--- src/hdl/afrc_pkg.sv ---
// Package for the alarm, filter and rate configuration block.
// Assumes one 50 MHz system clock; the serial link is sampled, not clocked.
package afrc_pkg;
    // Byte addresses of the even (low) byte of each register
    localparam logic [6:0] ADDR_THR = 7'h32;
    localparam logic [6:0] ADDR_CTRL = 7'h34;
    localparam logic [6:0] ADDR_FILT = 7'h38;
    localparam logic [6:0] ADDR_DEC = 7'h3A;
    localparam logic [6:0] ADDR_DIAG = 7'h3C;
    localparam logic [6:0] ADDR_GCMD = 7'h3E;
    // Reset values and writable-bit masks
    localparam logic [15:0] RST_THR = 16'h0000;
    localparam logic [15:0] RST_CTRL = 16'h0080;
    localparam logic [15:0] RST_FILT = 16'h0000;
    localparam logic [15:0] RST_DEC = 16'h7421;
    localparam logic [15:0] MASK_CTRL = 16'h1FFC;
    localparam logic [15:0] MASK_FILT = 16'h0700;
    localparam logic [15:0] MASK_ALL = 16'hFFFF;
    // Alarm control and filter select field positions
    localparam int CTRL_NOCLR = 12;
    localparam int CTRL_DLY = 8;
    localparam int CTRL_LATCH = 7;
    localparam int CTRL_PINS = 6;
    localparam int CTRL_POL = 5;
    localparam int CTRL_SRC = 4;
    localparam int CTRL_SYS_EN = 3;
    localparam int CTRL_OUT_EN = 2;
    localparam int FILT_SEL = 8;
    // Diagnostic status and clear command positions
    localparam int DIAG_SYS = 14;
    localparam int DIAG_SPEC2 = 13;
    localparam int DIAG_SPEC1 = 10;
    localparam int DIAG_READY = 7;
    localparam logic [15:0] DIAG_ERR_MASK = 16'h007F;
    localparam int GCMD_CLR = 4;
    // Serial frame layout
    localparam int FRAME_BITS = 16;
    localparam int FRAME_WR = 15;
    // Recording modes seen on the mode input
    localparam logic [1:0] MODE_RTS = 2'h0;
    localparam logic [1:0] MODE_MANUAL_FFT_MODE = 2'h1;
    localparam logic [1:0] MODE_AUTOMATIC_FFT_MODE = 2'h2;
    localparam logic [1:0] MODE_MTC = 2'h3;
    localparam logic [17:0] BASE_RATE = 18'h3_5B60;

    // Sample rate for a scale factor; zero where the factor is not legal
    function automatic logic [17:0] afrc_rate(input logic [3:0] f);
        if (f == 4'h0 || f > 4'h7) begin
            return 18'h0_0000;
        end
        return BASE_RATE >> f;
    endfunction : afrc_rate

    // FFT bin width in millihertz for a scale factor
    function automatic logic [15:0] afrc_bin_mhz(input logic [3:0] f);
        case (f)
            4'h1: return 16'hD228;
            4'h2: return 16'h6914;
            4'h3: return 16'h3458;
            4'h4: return 16'h1A36;
            4'h5: return 16'h0D16;
            4'h6: return 16'h0690;
            4'h7: return 16'h0347;
            default: return 16'h0000;
        endcase
    endfunction : afrc_bin_mhz
endpackage : afrc_pkg

--- src/hdl/afrc_sync.sv ---
// Two-flop synchroniser for the three serial input pins.
// Assumes the pins are asynchronous to clk_sys.
`timescale 1ns/1ns
module afrc_sync (
    input wire logic clk_sys,
    input wire logic rst_b,
    input wire logic [2:0] pins_in,
    output logic [2:0] pins_out
);
    typedef struct packed {
        logic [2:0] meta;
        logic [2:0] stable;
    } afrc_sync_st_t;

    afrc_sync_st_t st_reg;
    afrc_sync_st_t st_next;

    // First stage feeds only the second stage
    always_comb begin
        st_next.meta = pins_in;
        st_next.stable = st_reg.meta;
    end

    // Idle high: chip select and clock rest high
    always_ff @(posedge clk_sys or negedge rst_b) begin
        if (!rst_b) begin
            st_reg <= {3'b111, 3'b111};
        end else begin
            st_reg <= st_next;
        end
    end

    assign pins_out = st_reg.stable;
endmodule : afrc_sync

--- src/hdl/afrc_frame.sv ---
// Serial frame engine: 16-bit frames, clock idles high, data taken on
// the rising edge and changed on the falling edge. Inputs are synchronised.
`timescale 1ns/1ns
module afrc_frame (
    input wire logic clk_sys,
    input wire logic rst_b,
    input wire logic sclk_s,
    input wire logic cs_b_s,
    input wire logic mosi_s,
    input wire logic [15:0] tx_word,
    output logic [15:0] rx_word,
    output logic frame_done,
    output logic miso
);
    typedef struct packed {
        logic sclk_d;
        logic cs_d;
        logic [4:0] cnt;
        logic [15:0] rx;
        logic [15:0] tx;
        logic miso;
        logic done;
    } afrc_frame_st_t;

    afrc_frame_st_t st_reg;
    afrc_frame_st_t st_next;

    // Edge detect, shift in, shift out, flag a whole frame
    always_comb begin
        st_next = st_reg;
        st_next.sclk_d = sclk_s;
        st_next.cs_d = cs_b_s;
        st_next.done = 1'b0;
        if (st_reg.cs_d && !cs_b_s) begin
            st_next.tx = tx_word;
            st_next.miso = tx_word[15];
            st_next.cnt = 5'h00;
        end else if (!cs_b_s && !st_reg.sclk_d && sclk_s) begin
            st_next.rx = {st_reg.rx[14:0], mosi_s};
            if (st_reg.cnt != 5'h1F) begin
                st_next.cnt = st_reg.cnt + 5'h01;
            end
        end else if (!cs_b_s && st_reg.sclk_d && !sclk_s && st_reg.cnt != 5'h00) begin
            st_next.tx = {st_reg.tx[14:0], 1'b0};
            st_next.miso = st_reg.tx[14];
        end
        // Frames of any other length are dropped
        if (!st_reg.cs_d && cs_b_s && st_reg.cnt == 5'(afrc_pkg::FRAME_BITS)) begin
            st_next.done = 1'b1;
        end
    end

    always_ff @(posedge clk_sys or negedge rst_b) begin
        if (!rst_b) begin
            st_reg <= {1'b1, 1'b1, 5'h00, 16'h0000, 16'h0000, 1'b0, 1'b0};
        end else begin
            st_reg <= st_next;
        end
    end

    assign rx_word = st_reg.rx;
    assign frame_done = st_reg.done;
    assign miso = st_reg.miso;
endmodule : afrc_frame

--- src/hdl/afrc_top.sv ---
// Alarm, filter and rate configuration registers behind a serial port.
// Assumes measurements, error levels and mode come from clk_sys logic.
`timescale 1ns/1ns
module afrc_top (
    input wire logic clk_sys,
    input wire logic rst_b,
    input wire logic sclk,
    input wire logic cs_b,
    input wire logic mosi,
    output logic miso,
    input wire logic [15:0] temp_meas,
    input wire logic [15:0] supply_meas,
    input wire logic [15:0] err_flags,
    input wire logic data_ready,
    input wire logic record_done,
    input wire logic spec_over1,
    input wire logic spec_over2,
    input wire logic [1:0] rate_sel,
    input wire logic [1:0] rec_mode,
    output logic first_alarm_pin,
    output logic second_alarm_pin,
    output logic [2:0] filter_select,
    output logic filter_bypass,
    output logic [17:0] sample_rate_sps,
    output logic [15:0] bin_width_mhz,
    output logic rate_apply
);
    typedef struct packed {
        logic [15:0] thr;
        logic [15:0] ctrl;
        logic [15:0] filt;
        logic [15:0] dec;
        logic [15:0] diag;
        logic [15:0] rd_data;
        logic [3:0] cnt1;
        logic [3:0] cnt2;
        logic pin1;
        logic pin2;
        logic [2:0] fsel;
        logic bypass;
        logic [17:0] rate;
        logic [15:0] bin;
        logic apply;
    } afrc_top_st_t;

    afrc_top_st_t st_reg;
    afrc_top_st_t st_next;
    logic [2:0] pins_s;
    logic [15:0] fr_word;
    logic fr_done;
    logic fr_miso;

    ////////////////////////////////////////////////////////////////////////
    // Serial link

    afrc_sync u_sync (
        .clk_sys(clk_sys),
        .rst_b(rst_b),
        .pins_in({sclk, cs_b, mosi}),
        .pins_out(pins_s)
    );

    afrc_frame u_frame (
        .clk_sys(clk_sys),
        .rst_b(rst_b),
        .sclk_s(pins_s[2]),
        .cs_b_s(pins_s[1]),
        .mosi_s(pins_s[0]),
        .tx_word(st_reg.rd_data),
        .rx_word(fr_word),
        .frame_done(fr_done),
        .miso(fr_miso)
    );

    ////////////////////////////////////////////////////////////////////////
    // Register logic

    // Merge one byte into a register, keeping only writable bits
    function automatic logic [15:0] byte_put(input logic [15:0] old, input logic hi,
                                             input logic [7:0] d, input logic [15:0] msk);
        logic [15:0] v;
        v = hi ? {d, old[7:0]} : {old[15:8], d};
        return v & msk;
    endfunction : byte_put

    // Spectral record counter: next count and whether the flag sets
    function automatic logic [4:0] spec_step(input logic [3:0] cnt, input logic over,
                                             input logic [3:0] dly);
        logic [3:0] c;
        c = 4'h0;
        if (over) begin
            c = (cnt == 4'hF) ? cnt : cnt + 4'h1;
        end
        return {over && (cnt >= dly), c};
    endfunction : spec_step

    logic wr;
    logic hi;
    logic [6:0] addr;
    logic [6:0] waddr;
    logic [7:0] wdat;
    logic clr_cmd;
    logic stat_rd;
    logic [15:0] meas;
    logic sys_trip;
    logic [15:0] live;
    logic [4:0] s1;
    logic [4:0] s2;
    logic [3:0] dly;
    logic [3:0] factor;

    // Decode the frame: write bit, address, data byte
    always_comb begin
        wr = fr_done && fr_word[afrc_pkg::FRAME_WR];
        addr = fr_word[14:8];
        waddr = {addr[6:1], 1'b0};
        hi = addr[0];
        wdat = fr_word[7:0];
        clr_cmd = wr && waddr == afrc_pkg::ADDR_GCMD && !hi && wdat[afrc_pkg::GCMD_CLR];
        stat_rd = fr_done && !fr_word[afrc_pkg::FRAME_WR] && waddr == afrc_pkg::ADDR_DIAG;
        dly = st_reg.ctrl[afrc_pkg::CTRL_DLY +: 4];
        factor = st_reg.dec[rate_sel * 4 +: 4];
    end

    // System alarm compare
    always_comb begin
        meas = st_reg.ctrl[afrc_pkg::CTRL_SRC] ? temp_meas : supply_meas;
        sys_trip = st_reg.ctrl[afrc_pkg::CTRL_POL] ? (meas < st_reg.thr)
                                                  : (meas > st_reg.thr);
        sys_trip = sys_trip && st_reg.ctrl[afrc_pkg::CTRL_SYS_EN];
        live = err_flags & afrc_pkg::DIAG_ERR_MASK;
        live[afrc_pkg::DIAG_SYS] = sys_trip;
        s1 = spec_step(st_reg.cnt1, spec_over1, dly);
        s2 = spec_step(st_reg.cnt2, spec_over2, dly);
    end

    // Next state of every register
    always_comb begin
        st_next = st_reg;
        // Byte writes to the configuration registers
        if (wr) begin
            unique case (waddr)
                afrc_pkg::ADDR_THR: begin
                    st_next.thr = byte_put(st_reg.thr, hi, wdat, afrc_pkg::MASK_ALL);
                end
                afrc_pkg::ADDR_CTRL: begin
                    st_next.ctrl = byte_put(st_reg.ctrl, hi, wdat, afrc_pkg::MASK_CTRL);
                end
                afrc_pkg::ADDR_FILT: begin
                    st_next.filt = byte_put(st_reg.filt, hi, wdat, afrc_pkg::MASK_FILT);
                end
                afrc_pkg::ADDR_DEC: begin
                    st_next.dec = byte_put(st_reg.dec, hi, wdat, afrc_pkg::MASK_ALL);
                end
                default: begin
                end
            endcase
        end
        // Error and system flags: sticky when latched, live otherwise; set wins
        if (st_reg.ctrl[afrc_pkg::CTRL_LATCH]) begin
            st_next.diag[6:0] = (clr_cmd ? 7'h00 : st_reg.diag[6:0]) | live[6:0];
            st_next.diag[14] = (!clr_cmd && st_reg.diag[14]) || live[14];
        end else begin
            st_next.diag[6:0] = live[6:0];
            st_next.diag[14] = live[14];
        end
        st_next.diag[afrc_pkg::DIAG_READY] = data_ready;
        // Spectral flags: cleared by command or by a status read unless held
        if (clr_cmd || (stat_rd && !st_reg.ctrl[afrc_pkg::CTRL_NOCLR])) begin
            st_next.diag[afrc_pkg::DIAG_SPEC1] = 1'b0;
            st_next.diag[afrc_pkg::DIAG_SPEC2] = 1'b0;
        end
        if (record_done) begin
            st_next.cnt1 = s1[3:0];
            st_next.cnt2 = s2[3:0];
            if (s1[4]) begin
                st_next.diag[afrc_pkg::DIAG_SPEC1] = 1'b1;
            end
            if (s2[4]) begin
                st_next.diag[afrc_pkg::DIAG_SPEC2] = 1'b1;
            end
        end
        st_next.diag[15] = 1'b0;
        st_next.diag[12:11] = 2'b00;
        st_next.diag[9:8] = 2'b00;
        // Read frame latches data returned in the next frame
        if (fr_done && !fr_word[afrc_pkg::FRAME_WR]) begin
            unique case (waddr)
                afrc_pkg::ADDR_THR: st_next.rd_data = st_reg.thr;
                afrc_pkg::ADDR_CTRL: st_next.rd_data = st_reg.ctrl;
                afrc_pkg::ADDR_FILT: st_next.rd_data = st_reg.filt;
                afrc_pkg::ADDR_DEC: st_next.rd_data = st_reg.dec;
                afrc_pkg::ADDR_DIAG: st_next.rd_data = st_reg.diag;
                default: st_next.rd_data = 16'h0000;
            endcase
        end
        // Alarm pins follow the spectral flags when routed and enabled
        st_next.pin1 = st_reg.ctrl[afrc_pkg::CTRL_PINS] && st_reg.ctrl[afrc_pkg::CTRL_OUT_EN]
                       && st_reg.diag[afrc_pkg::DIAG_SPEC1];
        st_next.pin2 = st_reg.ctrl[afrc_pkg::CTRL_PINS] && st_reg.ctrl[afrc_pkg::CTRL_OUT_EN]
                       && st_reg.diag[afrc_pkg::DIAG_SPEC2];
        // Filter and rate outputs
        st_next.fsel = st_reg.filt[afrc_pkg::FILT_SEL +: 3];
        st_next.bypass = st_reg.filt[afrc_pkg::FILT_SEL +: 3] == 3'b000;
        st_next.rate = afrc_pkg::afrc_rate(factor);
        st_next.bin = afrc_pkg::afrc_bin_mhz(factor);
        st_next.apply = rec_mode != afrc_pkg::MODE_RTS;
    end

    always_ff @(posedge clk_sys or negedge rst_b) begin
        if (!rst_b) begin
            st_reg <= {afrc_pkg::RST_THR, afrc_pkg::RST_CTRL, afrc_pkg::RST_FILT,
                       afrc_pkg::RST_DEC, 16'h0000, 16'h0000, 4'h0, 4'h0, 1'b0, 1'b0,
                       3'b000, 1'b1, 18'h0_0000, 16'h0000, 1'b0};
        end else begin
            st_reg <= st_next;
        end
    end

    // Outputs straight from flip-flops
    assign miso = fr_miso;
    assign first_alarm_pin = st_reg.pin1;
    assign second_alarm_pin = st_reg.pin2;
    assign filter_select = st_reg.fsel;
    assign filter_bypass = st_reg.bypass;
    assign sample_rate_sps = st_reg.rate;
    assign bin_width_mhz = st_reg.bin;
    assign rate_apply = st_reg.apply;

    ////////////////////////////////////////////////////////////////////////
    // Checks

    property p_thr_low;
        @(posedge clk_sys) disable iff (!rst_b)
        (wr && waddr == afrc_pkg::ADDR_THR && !hi) |=> st_reg.thr[7:0] == $past(wdat);
    endproperty
    a_thr_low: assert property (p_thr_low) else $error("threshold byte not stored");

    property p_dec_keep;
        @(posedge clk_sys) disable iff (!rst_b)
        (wr && waddr == afrc_pkg::ADDR_DEC && hi) |=> st_reg.dec[7:0] == $past(st_reg.dec[7:0]);
    endproperty
    a_dec_keep: assert property (p_dec_keep) else $error("other byte changed");

    property p_reserved;
        @(posedge clk_sys) disable iff (!rst_b)
        (st_reg.ctrl & ~afrc_pkg::MASK_CTRL) == 16'h0000
        && (st_reg.filt & ~afrc_pkg::MASK_FILT) == 16'h0000;
    endproperty
    a_reserved: assert property (p_reserved) else $error("reserved bit set");

    property p_bypass;
        @(posedge clk_sys) disable iff (!rst_b)
        ##1 filter_bypass == ($past(st_reg.filt) == afrc_pkg::RST_FILT);
    endproperty
    a_bypass: assert property (p_bypass) else $error("bypass wrong");

    property p_latch;
        @(posedge clk_sys) disable iff (!rst_b)
        (st_reg.ctrl[afrc_pkg::CTRL_LATCH] && st_reg.diag[0] && !clr_cmd) |=> st_reg.diag[0];
    endproperty
    a_latch: assert property (p_latch) else $error("latched flag lost");

    property p_clear;
        @(posedge clk_sys) disable iff (!rst_b)
        (clr_cmd && live == 16'h0000 && !record_done)
        |=> st_reg.diag[14] == 1'b0 && st_reg.diag[6:0] == 7'h00;
    endproperty
    a_clear: assert property (p_clear) else $error("clear command ignored");

    property p_noclr;
        @(posedge clk_sys) disable iff (!rst_b)
        (stat_rd && !clr_cmd && st_reg.ctrl[afrc_pkg::CTRL_NOCLR]
         && st_reg.diag[afrc_pkg::DIAG_SPEC1])
        |=> st_reg.diag[afrc_pkg::DIAG_SPEC1];
    endproperty
    a_noclr: assert property (p_noclr) else $error("spectral flag cleared on read");

    property p_delay;
        @(posedge clk_sys) disable iff (!rst_b)
        $rose(st_reg.diag[afrc_pkg::DIAG_SPEC1])
        |-> $past(record_done && spec_over1 && st_reg.cnt1 >= dly);
    endproperty
    a_delay: assert property (p_delay) else $error("spectral flag early");

    property p_pins;
        @(posedge clk_sys) disable iff (!rst_b)
        first_alarm_pin
        |-> $past(st_reg.ctrl[afrc_pkg::CTRL_PINS] && st_reg.diag[afrc_pkg::DIAG_SPEC1]);
    endproperty
    a_pins: assert property (p_pins) else $error("alarm pin without cause");

    property p_sys;
        @(posedge clk_sys) disable iff (!rst_b)
        // Only the next cycle: an enable written now may raise the flag after that
        (!st_reg.ctrl[afrc_pkg::CTRL_LATCH] && !st_reg.ctrl[afrc_pkg::CTRL_SYS_EN])
        |=> !st_reg.diag[afrc_pkg::DIAG_SYS];
    endproperty
    a_sys: assert property (p_sys) else $error("system alarm while disabled");

    c_write: cover property (@(posedge clk_sys) disable iff (!rst_b) wr ##[1:200] wr);
    c_spec: cover property (@(posedge clk_sys) disable iff (!rst_b) $rose(first_alarm_pin));
    c_clear: cover property (@(posedge clk_sys) disable iff (!rst_b) clr_cmd && st_reg.diag != 16'h0000);
endmodule : afrc_top

--- config.mk ---
export PLATFORM = sky130hd
export DESIGN_NAME = afrc_top
export DESIGN_NICKNAME = d
export VERILOG_FILES = /design/src/hdl/afrc_pkg.sv /design/src/hdl/afrc_sync.sv /design/src/hdl/afrc_frame.sv /design/src/hdl/afrc_top.sv
export SDC_FILE = /design/constraint.sdc
export NUM_CORES = 1
export LEC_CHECK = 0
export BUFFER_PORTS_ARGS = -buffer_cell sky130_fd_sc_hd__buf_2
export CORE_MARGIN = 5
export CORE_UTILIZATION = 45
export DETAILED_ROUTE_END_ITERATION = 7
export PLACE_DENSITY = 0.64
export SLEW_MARGIN = 25
export SYNTH_ARGS = -nofsm -noshare
export SYNTH_HDL_FRONTEND = slang
export SYNTH_SLANG_ARGS = --single-unit
--- constraint.sdc ---
create_clock -name clk_sys -period 2.95 [get_ports clk_sys]
set_input_delay 0 -clock clk_sys [delete_from_list [all_inputs] [get_ports clk_sys]]
set_output_delay 0 -clock clk_sys [all_outputs]
set_load 0.02 [all_outputs]
==> results of run 1 <==
-- critical path, stage by stage (launching register included) --
cell      delay, ns
dfrtp_1        0.79
mux2_2         0.42
ha_1           0.31
nand4_1        0.18
nor3_1         0.10
a21boi_0       0.14
nor4b_1        0.39
mux2i_1        0.22
-- worst min path at each step --
stage	startpoint	end	slack, ns	depth (start not counted)
final	data_ready	st_reg[72]$_DFF_PN0_	0.21	2
after global routing	sclk	u_sync.st_next[2]$_DFF_PN1_	0.22	2
after CTS	data_ready	st_reg[72]$_DFF_PN0_	0.19	2
after detailed placement	mosi	u_sync.st_next[0]$_DFF_PN1_	0.11	1
after global placement	mosi	u_sync.st_next[0]$_DFF_PN1_	0.11	1
after floorplan	rst_b	bin_width_mhz[0]$_DFF_PN0_	-0.30	0
-- layout by cell type (no fill, tap or decap), drive strengths merged, types with 3 or more instances in the layout --
master,n
or2,8
a211oi,3
a21o,13
buf,102
nand2b,13
nand4,6
mux2i,6
o21ai,34
nand2,64
dfstp,16
mux4,3
mux2,78
nand3b,3
dlygate4sd3,19
clkinv,6
a221oi,9
bufinv,3
nor3,14
nor2,49
nand3,12
a31oi,15
dfrtp,152
o2bb2ai,3
ha,35
a22o,11
clkbuf,20
inv,34
and3,3
a21oi,37
-- cells in the mapped netlist (4+ instances only) --
library cell	number
a21oi_1	37
or2_2	4
nand4_1	5
o21ai_0	32
nand3_1	12
nand2b_1	13
dfrtp_1	152
clkbuf_1	15
mux2i_1	6
nor2_1	48
a31oi_1	15
buf_4	39
nor3_1	8
a21o_1	13
a22o_1	11
mux2_2	78
a221oi_1	9
buf_2	7
dfstp_2	16
ha_1	35
inv_1	32
nand2_1	64
-- routing by layer --
| layer | vias up | part of all wire [%] | global-route usage, % |
|---|---|---|---|
| li1 | 2617 | - | - |
| met1 | 2740 | 42 | 23.7 |
| met2 | 128 | 51 | 29.9 |
| met3 | 20 | 5.3 | 3.86 |
| met4 | 0 | 1.7 | 6.14 |
| met5 | - | 0 | 0 |
-- area by class of cell --
type,instances,share of cell area (%)
flip-flops and latches,168,45.6
multi-input cells,446,35.2
repair buffers,121,8.01
clock buffers,20,5.04
well taps,225,3.04
clock inverters,12,1.77
inverters,32,1.30
-- metrics by stage --
stage	power (mW)	instance area, um^2	std cells
2_1_floorplan	2.77	8010	710
3_3_place_gp	2.93	8440	973
3_5_place_dp	2.96	8440	973
4_1_cts	5.32	9260	1024
5_1_grt	5.48	9260	1024
6_report	5.26	9260	1024
-- kinds of logic (layout without fill, tap and decap cells) --
logic type	count (synthesis)	count (layout)	synth area share, %
simple gates	183	183	11.5
compound gates	139	139	11.0
fa+ha+maj	35	35	5.47
other cells	1	1	0.0468
buf+inv	96	185	6.53
xor+xnor	1	1	0.109
mux	87	87	12.6
flops	168	168	52.7
-- power by group --
group	internal, mW	switching (mW)
logic	0.181	0.208
registers	2.41	0.133
clock network	1.41	0.914
==> metrics.txt, run 1 <==
fill count 1510; fin. max-slew vios 0; Slew headroom 42.4%; final routed DRC violation total 0; die area 0.0206 mm^2; Synth Register Bits 168; DR iter-0 viols 316; starting density of the core 46.1%; Fin Clk Skew 0.0116 ns; total I/O pin count 103; fin crit period 2.63 ns; Post-Syn Instances 710; Yosys top cell area share 47.5%; Worst-Margin Slew 0.863 ns; Leak Pwr 4.40 nW; Post-Route WL 17600 um; Synth Cell Area 0.00801 mm^2; Vias 5505; worst-path fanout max 18; DP Worst Slack 0.310 ns; setup repair bufs after CTS 0; Setup crit start kind register; MaxCap Viol Count 0; setup TNS 0 ns; reg2reg setup slack 0.32 ns; hold_ws 0.212 ns; EDFF count, synth 0; Critical path origin st_reg[117]$_DFFE_PN0P_; outcome finished clean; chip height 143 um; asr flop ratio synth 100%; Setup violations, final 0; Hold WC Path Type primary input to register; max reg flops 74; CTS Root Cell clkbuf_16; Pwr Density 568 mW/mm^2; number of global-route vias before repair 5727; area of the multi-input gates 0.00326 mm^2; worst reg2reg startpoint st_reg[117]$_DFFE_PN0P_; Syn Nets 806; width of the die 143 um; Antenna Diode Count 0; Clock Tree Buf Depth 2; CTS Hold Bufs 19; first-pass GRT wire length 29200 um; Setup Crit Path Kind register to register; proportion of synthesized chip area in sequential cells 52.7%; unrepaired setup endpoints after global routing false; GRT overflow 0; GPL Wtd Cong 0.830; Fin. Hold Viols 0; TritonCTS clock tree built; antenna violations before repair 0; Final period util 89.1%; mean routed wirelength per cell 17.2 um; worst r2r path cells 7; CORE AREA 0.0174 mm^2; pin count of the biggest net entering global routing 94; Final WS setup 0.322 ns; Num CTS Buffers 17; share of cells above drive strength 1 30.7%; drt pass-1 iters 4; gr usage total 18.1%; WP data required 3.30 ns; # rows 48; HPWL Detailed 12600 um; area leader, netlist dfrtp_1; Register Area 0.00422 mm^2; Avg Vias per Cell 5.38; Worst-path clk slew 0.07 ns; layout net count 882; synth warn 0; CP Capture Type register; most used flip-flop cell after synthesis dfrtp_1; Worst EP arrival 2.98 ns; Port Buffer Count 93; leading cell types by total area after synthesis dfrtp_1 (47%), mux2_2 (11%), ha_1 (5.5%); synth-to-layout area growth 15.6%; post_cts resized 0; Mapped Avg Cell Area 11.3 um^2; crit path to st_reg[79]$_DFF_PN0_; post-synth cell types 57; fin util 53.4%; Reg-to-Reg End st_reg[79]$_DFF_PN0_; top achievable clock speed 381 MHz; Clk Latency, worst-skew pair 0.43 ns; Sink Count 168; Peak VDD IR 0.422 mV; H-tree levels 4; Post-DRT Antenna Nets 0
Note: power is estimated with default switching activity, not from simulation.
==> inputs of run 2 (changes only) <==
CORE_MARGIN = unset   (was 5)
PLACE_DENSITY = unset   (was 0.64)
SETUP_SLACK_MARGIN = 0.02   (was unset)
==> metrics.txt, run 2 (synthesis gave the netlist of run 1 again) <==
Post-DRT Antenna Nets 0; Sink Count 168; gr usage total 20.5%; width of the die 135 um; Leak Pwr 4.38 nW; Fin Clk Skew 0.00982 ns; share of cells above drive strength 1 30.7%; CORE AREA 0.0174 mm^2; met3 WL 670 um; M1 WL 7860 um; worst reg2reg startpoint st_reg[117]$_DFFE_PN0P_; number of global-route vias before repair 5619; layout net count 882; GRT overflow 0; Slew headroom 51.3%; met2 WL 8750 um; GPL Wtd Cong 0.809; CP Depth 7; fin crit period 2.69 ns; design area 0.00923 mm^2; max reg flops 74; Port Buffer Count 93; Fin. Hold Viols 0; fin util 53.2%; Clock Tree Buf Depth 2; fin. max-slew vios 0; CTS Root Cell clkbuf_16; DR top layer met4; first-pass GRT wire length 28900 um; Vias 5554; mean routed wirelength per cell 17.1 um; Antenna Diode Count 0; most common cell after layout, fill and taps aside dfrtp_1; Setup Crit Path Kind register to register; CP bufs+invs 0; Pwr Density 560 mW/mm^2; pin count of the biggest net entering global routing 72; top achievable clock speed 371 MHz; Avg Vias per Cell 5.42; Final period util 91.3%; chip height 135 um; Worst-path clk slew 0.07 ns; # rows 48; HPWL Detailed 12800 um; worst r2r path cells 7; total I/O pin count 103; setup TNS 0 ns; CP top delay family flip-flops; Critical path origin st_reg[117]$_DFFE_PN0P_; starting density of the core 46.1%; Post-DP Area 0.00845 mm^2; Num CTS Buffers 17; die area 0.0183 mm^2; Worst-Margin Slew 0.727 ns; worst-path fanout max 18; DR iter-0 viols 283; final routed DRC violation total 0; max incr delay on CP 0.79 ns; Worst EP arrival 2.98 ns; Peak VDD IR 0.465 mV; Post-Route WL 17500 um; CP cell instances mux2_2 -> ha_1 -> nand4_1 -> nor3_1 -> a21boi_0 -> nor4b_1 -> mux2i_1; WP data required 3.24 ns; Hold WC Path Type primary input to async pin; Setup violations, final 0; antenna violations before repair 0; MaxCap Viol Count 0; Tot Pwr 5.17 mW; synth-to-layout area growth 15.3%; outcome finished clean; reg2reg setup slack 0.26 ns; H-tree levels 4; commonest cells after routing, fill and taps aside dfrtp_1 (152), buf_2 (92), mux2_2 (78); drt pass-1 iters 5; hold_ws 0.152 ns; unrepaired setup endpoints after global routing false; TritonCTS clock tree built; Crit-path slowest cell dfrtp_1; Setup crit start kind register; CP Capture Type register; Clk Latency, worst-skew pair 0.42 ns
## run 2: cell types whose count changed in the layout (fill, tap and decap cells not counted), sizes merged
cell | before | now
clkinv | 6 | 1
inv | 34 | 37
clkinvlp | 1 | 3
buf | 102 | 103
bufinv | 3 | 2
clkbuf | 20 | 21
dlygate4sd3 | 19 | 18
## run 2: area by class of cell
cell class              count  area (um^2)
multi-input cells         446         3260
clock inverters            11          134
clock buffers              21          470
fillers                  1534         8130
well taps                 225          282
flip-flops and latches    168         4220
repair buffers            121          739
inverters                  32          120
## run 2: final timing paths
kind / to
worst min register to register: u_sync.pins_out[0]$_DFF_PN1_
worst max-delay path: st_reg[79]$_DFF_PN0_
worst max register to register: st_reg[79]$_DFF_PN0_
max in group asynchronous: u_sync.pins_out[1]$_DFF_PN1_
min in group clk_sys: sample_rate_sps[2]$_DFF_PN0_
worst min-delay path: bin_width_mhz[2]$_DFF_PN0_
## run 2: timing repair
action	in CTS	in global routing
hold buffers	18	0
endpoints found under the hold margin	86	0
setup buffers	0	0
gates resized for setup	0	0
## run 2: per-layer routing
| metal | up-vias | track usage [%] |
|---|---|---|
| met2 | 120 | 34.5 |
| met5 | - | 0 |
| li1 | 2620 | - |
| met3 | 21 | 3.37 |
| met4 | 0 | 6.18 |
| met1 | 2793 | 27.3 |
## run 2: report_power, final
group	leakage (nW)	total [mW]	internal, mW	switching [mW]
logic	1.90	0.388	0.181	0.206
clock network	0.289	2.24	1.33	0.911
registers	2.19	2.54	2.41	0.131
total	4.38	5.17	3.92	1.25
## run 2: per-stage QoR
step | worst slack [ns] | instances
2_1_floorplan | 0.384 | 710
3_3_place_gp | 0.418 | 974
3_5_place_dp | 0.258 | 974
4_1_cts | 0.247 | 1024
5_1_grt | 0.0422 | 1024
6_report | 0.258 | 1024
## run 2: worst register-to-register path: cells and delay by family (launching register included)
kind	cells	cell delay (ns)
simple gates	3	0.63
compound gates	1	0.28
fa+ha+maj	1	0.32
mux	2	0.55
flops	1	0.79
==> inputs of run 3 (changes only) <==
ABC_AREA = 1   (was unset)
REMOVE_ABC_BUFFERS = 1   (was unset)
==> metrics.txt, run 3 <==
worst reg2reg startpoint st_reg[117]$_DFFE_PN0P_; reg2reg setup slack 0.56 ns; # rows 48; Worst EP arrival 2.71 ns; count leader, synth nand2_1; Fin. Hold Viols 0; CP most frequent cell nand2_1; EDFF count, synth 0; dpl cells 1164; share of cells above drive strength 1 18.6%; first-pass GRT wire length 29100 um; GRT overflow 0; Fin Clk Skew 0.00766 ns; Worst Hold Launch rate_sel[1]; synth-to-layout area growth 15.5%; synth warn 0; fin. max-slew vios 0; GPL Wtd Cong 0.801; layout net count 1072; CP cell instances mux2_2 -> ha_1 -> nand2_1 -> nor2_1 -> nand2_1 -> nor2_1 -> nand2_1 -> nand3_1 -> a21oi_1 -> nand2_1 -> nand2_1; Reg-to-Reg End st_reg[79]$_DFF_PN0_; CORE AREA 0.0174 mm^2; Vias 6097; Peak VDD IR 0.394 mV; CTS Root Cell clkbuf_16; pin count of the biggest net entering global routing 82; Final period util 81.2%; post_cts resized 0; final routed DRC violation total 0; chip height 135 um; Leak Pwr 4.47 nW; Synth Cell Area 0.00801 mm^2; MaxCap Viol Count 0; DR iter-0 viols 422; Setup violations, final 0; Worst-Margin Slew 0.723 ns; setup TNS 0 ns; Mapped Avg Cell Area 8.90 um^2; mean routed wirelength per cell 14.8 um; Worst-path clk slew 0.06 ns; H-tree levels 4; most common cell after layout, fill and taps aside nand2_1; Pwr Density 577 mW/mm^2; width of the die 135 um; Post-Syn Instances 900; proportion of synthesized chip area in sequential cells 52.7%; worst hold endpoint sample_rate_sps[9]$_DFF_PN0_; Setup Crit Path Kind register to register; die area 0.0183 mm^2; Sink Count 168; Slew headroom 51.8%; antenna violations before repair 1; total I/O pin count 103; post-synth cell types 39; Post-DP Area 0.00844 mm^2; commonest cells after routing, fill and taps aside nand2_1 (226), dfrtp_1 (152), inv_1 (103); hold depth 4; Avg Vias per Cell 5.02; Post-Route WL 18000 um; design area 0.00926 mm^2; Hold WC Path Type primary input to register; CP top delay family flip-flops; max reg flops 74; worst-path fanout max 18; Yosys top cell area share 47.5%; Cell Count, Final, Fillers Out 1215; HPWL Detailed 12900 um; Port Buffer Count 93; CP Capture Type register; Post-DRT Antenna Nets 0; max incr delay on CP 0.81 ns; area leader, netlist dfrtp_1; Synth Register Bits 168; Clock Tree Buf Depth 2; CP bufs+invs 0; WP data required 3.27 ns; Clk Latency, worst-skew pair 0.43 ns; top cells by count, synth nand2_1 (226), dfrtp_1 (152), inv_1 (103), o21ai_0 (96), buf_4 (40); unrepaired setup endpoints after global routing false; fin crit period 2.39 ns; outcome finished clean; TritonCTS clock tree built; most used flip-flop cell after synthesis dfrtp_1; starting density of the core 46.2%; gr usage total 21.0%; worst r2r path cells 11; number of global-route vias before repair 5648; leading cell types by total area after synthesis dfrtp_1 (47%), nand2_1 (11%), o21ai_0 (6.0%); asr flop ratio synth 100%; Critical path origin st_reg[117]$_DFFE_PN0P_; Setup crit start kind register; top achievable clock speed 418 MHz; fill count 1607; drt pass-1 iters 7; Crit-path slowest cell dfrtp_1; Num CTS Buffers 17
-- run 3: area by class of cell --
class / count / area (um^2) / area share (%)
flip-flops and latches: 168 / 4220 / 45.6
inverters: 108 / 405 / 4.38
clock buffers: 21 / 470 / 5.08
multi-input cells: 564 / 3000 / 32.4
well taps: 225 / 282 / 3.04
repair buffers: 117 / 709 / 7.66
clock inverters: 11 / 169 / 1.82
diodes: 1 / 2.50 / 0.0270
-- run 3: kinds of logic (layout without fill, tap and decap cells) --
kind of cell	after synthesis	in the layout	share of synthesized area, %
AO/OA/AOI/OAI	180	180	12.2
XOR/XNOR	2	2	0.219
adder cells (fa/ha/maj)	35	35	5.47
buffers and inverters	168	257	9.90
flip-flops	168	168	52.7
multiplexers	17	17	2.36
other	1	2	0.0468
AND/OR/NAND/NOR	329	329	17.1
-- run 3: how the worst max path moves through the flow --
stage                                           endpoint  cells after the start
after floorplan           u_frame.st_reg[10]$_DFFE_PN0P_                      5
after global placement              st_reg[79]$_DFF_PN0_                     12
after detailed placement            st_reg[79]$_DFF_PN0_                     11
after CTS                           st_reg[79]$_DFF_PN0_                     11
after global routing                st_reg[79]$_DFF_PN0_                     11
final                               st_reg[79]$_DFF_PN0_                     11
-- run 3: worst reg2reg max path, cell delays in order (launching register included) --
cell	delay [ns]
dfrtp_1	0.81
mux2_2	0.42
ha_1	0.29
nand2_1	0.07
nor2_1	0.13
nand2_1	0.11
nor2_1	0.13
nand2_1	0.06
nand3_1	0.10
a21oi_1	0.07
nand2_1	0.06
nand2_1	0.04
-- run 3: power by group --
part	internal, mW	switching [mW]	total (mW)
Combinational	0.172	0.331	0.503
Sequential	2.40	0.0401	2.44
Clock	1.48	0.914	2.40
-- run 3: layer usage --
| layer | global-route usage, % | up-vias | part of all wire, % |
|---|---|---|---|
| met3 | 4.86 | 18 | 5.4 |
| met4 | 5.87 | 0 | 1.3 |
| met2 | 30.1 | 164 | 45 |
| met1 | 31.4 | 2867 | 49 |
| li1 | - | 3048 | - |
| met5 | 0 | - | 0 |
-- run 3: timing repair --
item | 4_1_cts | 5_1_grt
hold endpoints to repair | 79 | 0
endpoints found under the setup margin | 0 | 0
hold buffers | 18 | 0
setup buffers | 0 | 0
-- run 3: through the flow --
| stage | total power [mW] | hold slack [ns] | util, % | setup WS, ns |
|---|---|---|---|---|
| finish | 5.34 | 0.0548 | 53.3 | 0.556 |
| detailed placement | 2.97 | 0.0210 | 48.6 | 0.509 |
| CTS | 5.39 | 0.0250 | 53.3 | 0.498 |
| floorplan | 2.74 | -0.296 | - | 0.532 |
| global route | 5.54 | 0.0700 | 53.3 | 0.280 |
| global placement | 2.96 | 0.0136 | 48.6 | 0.563 |
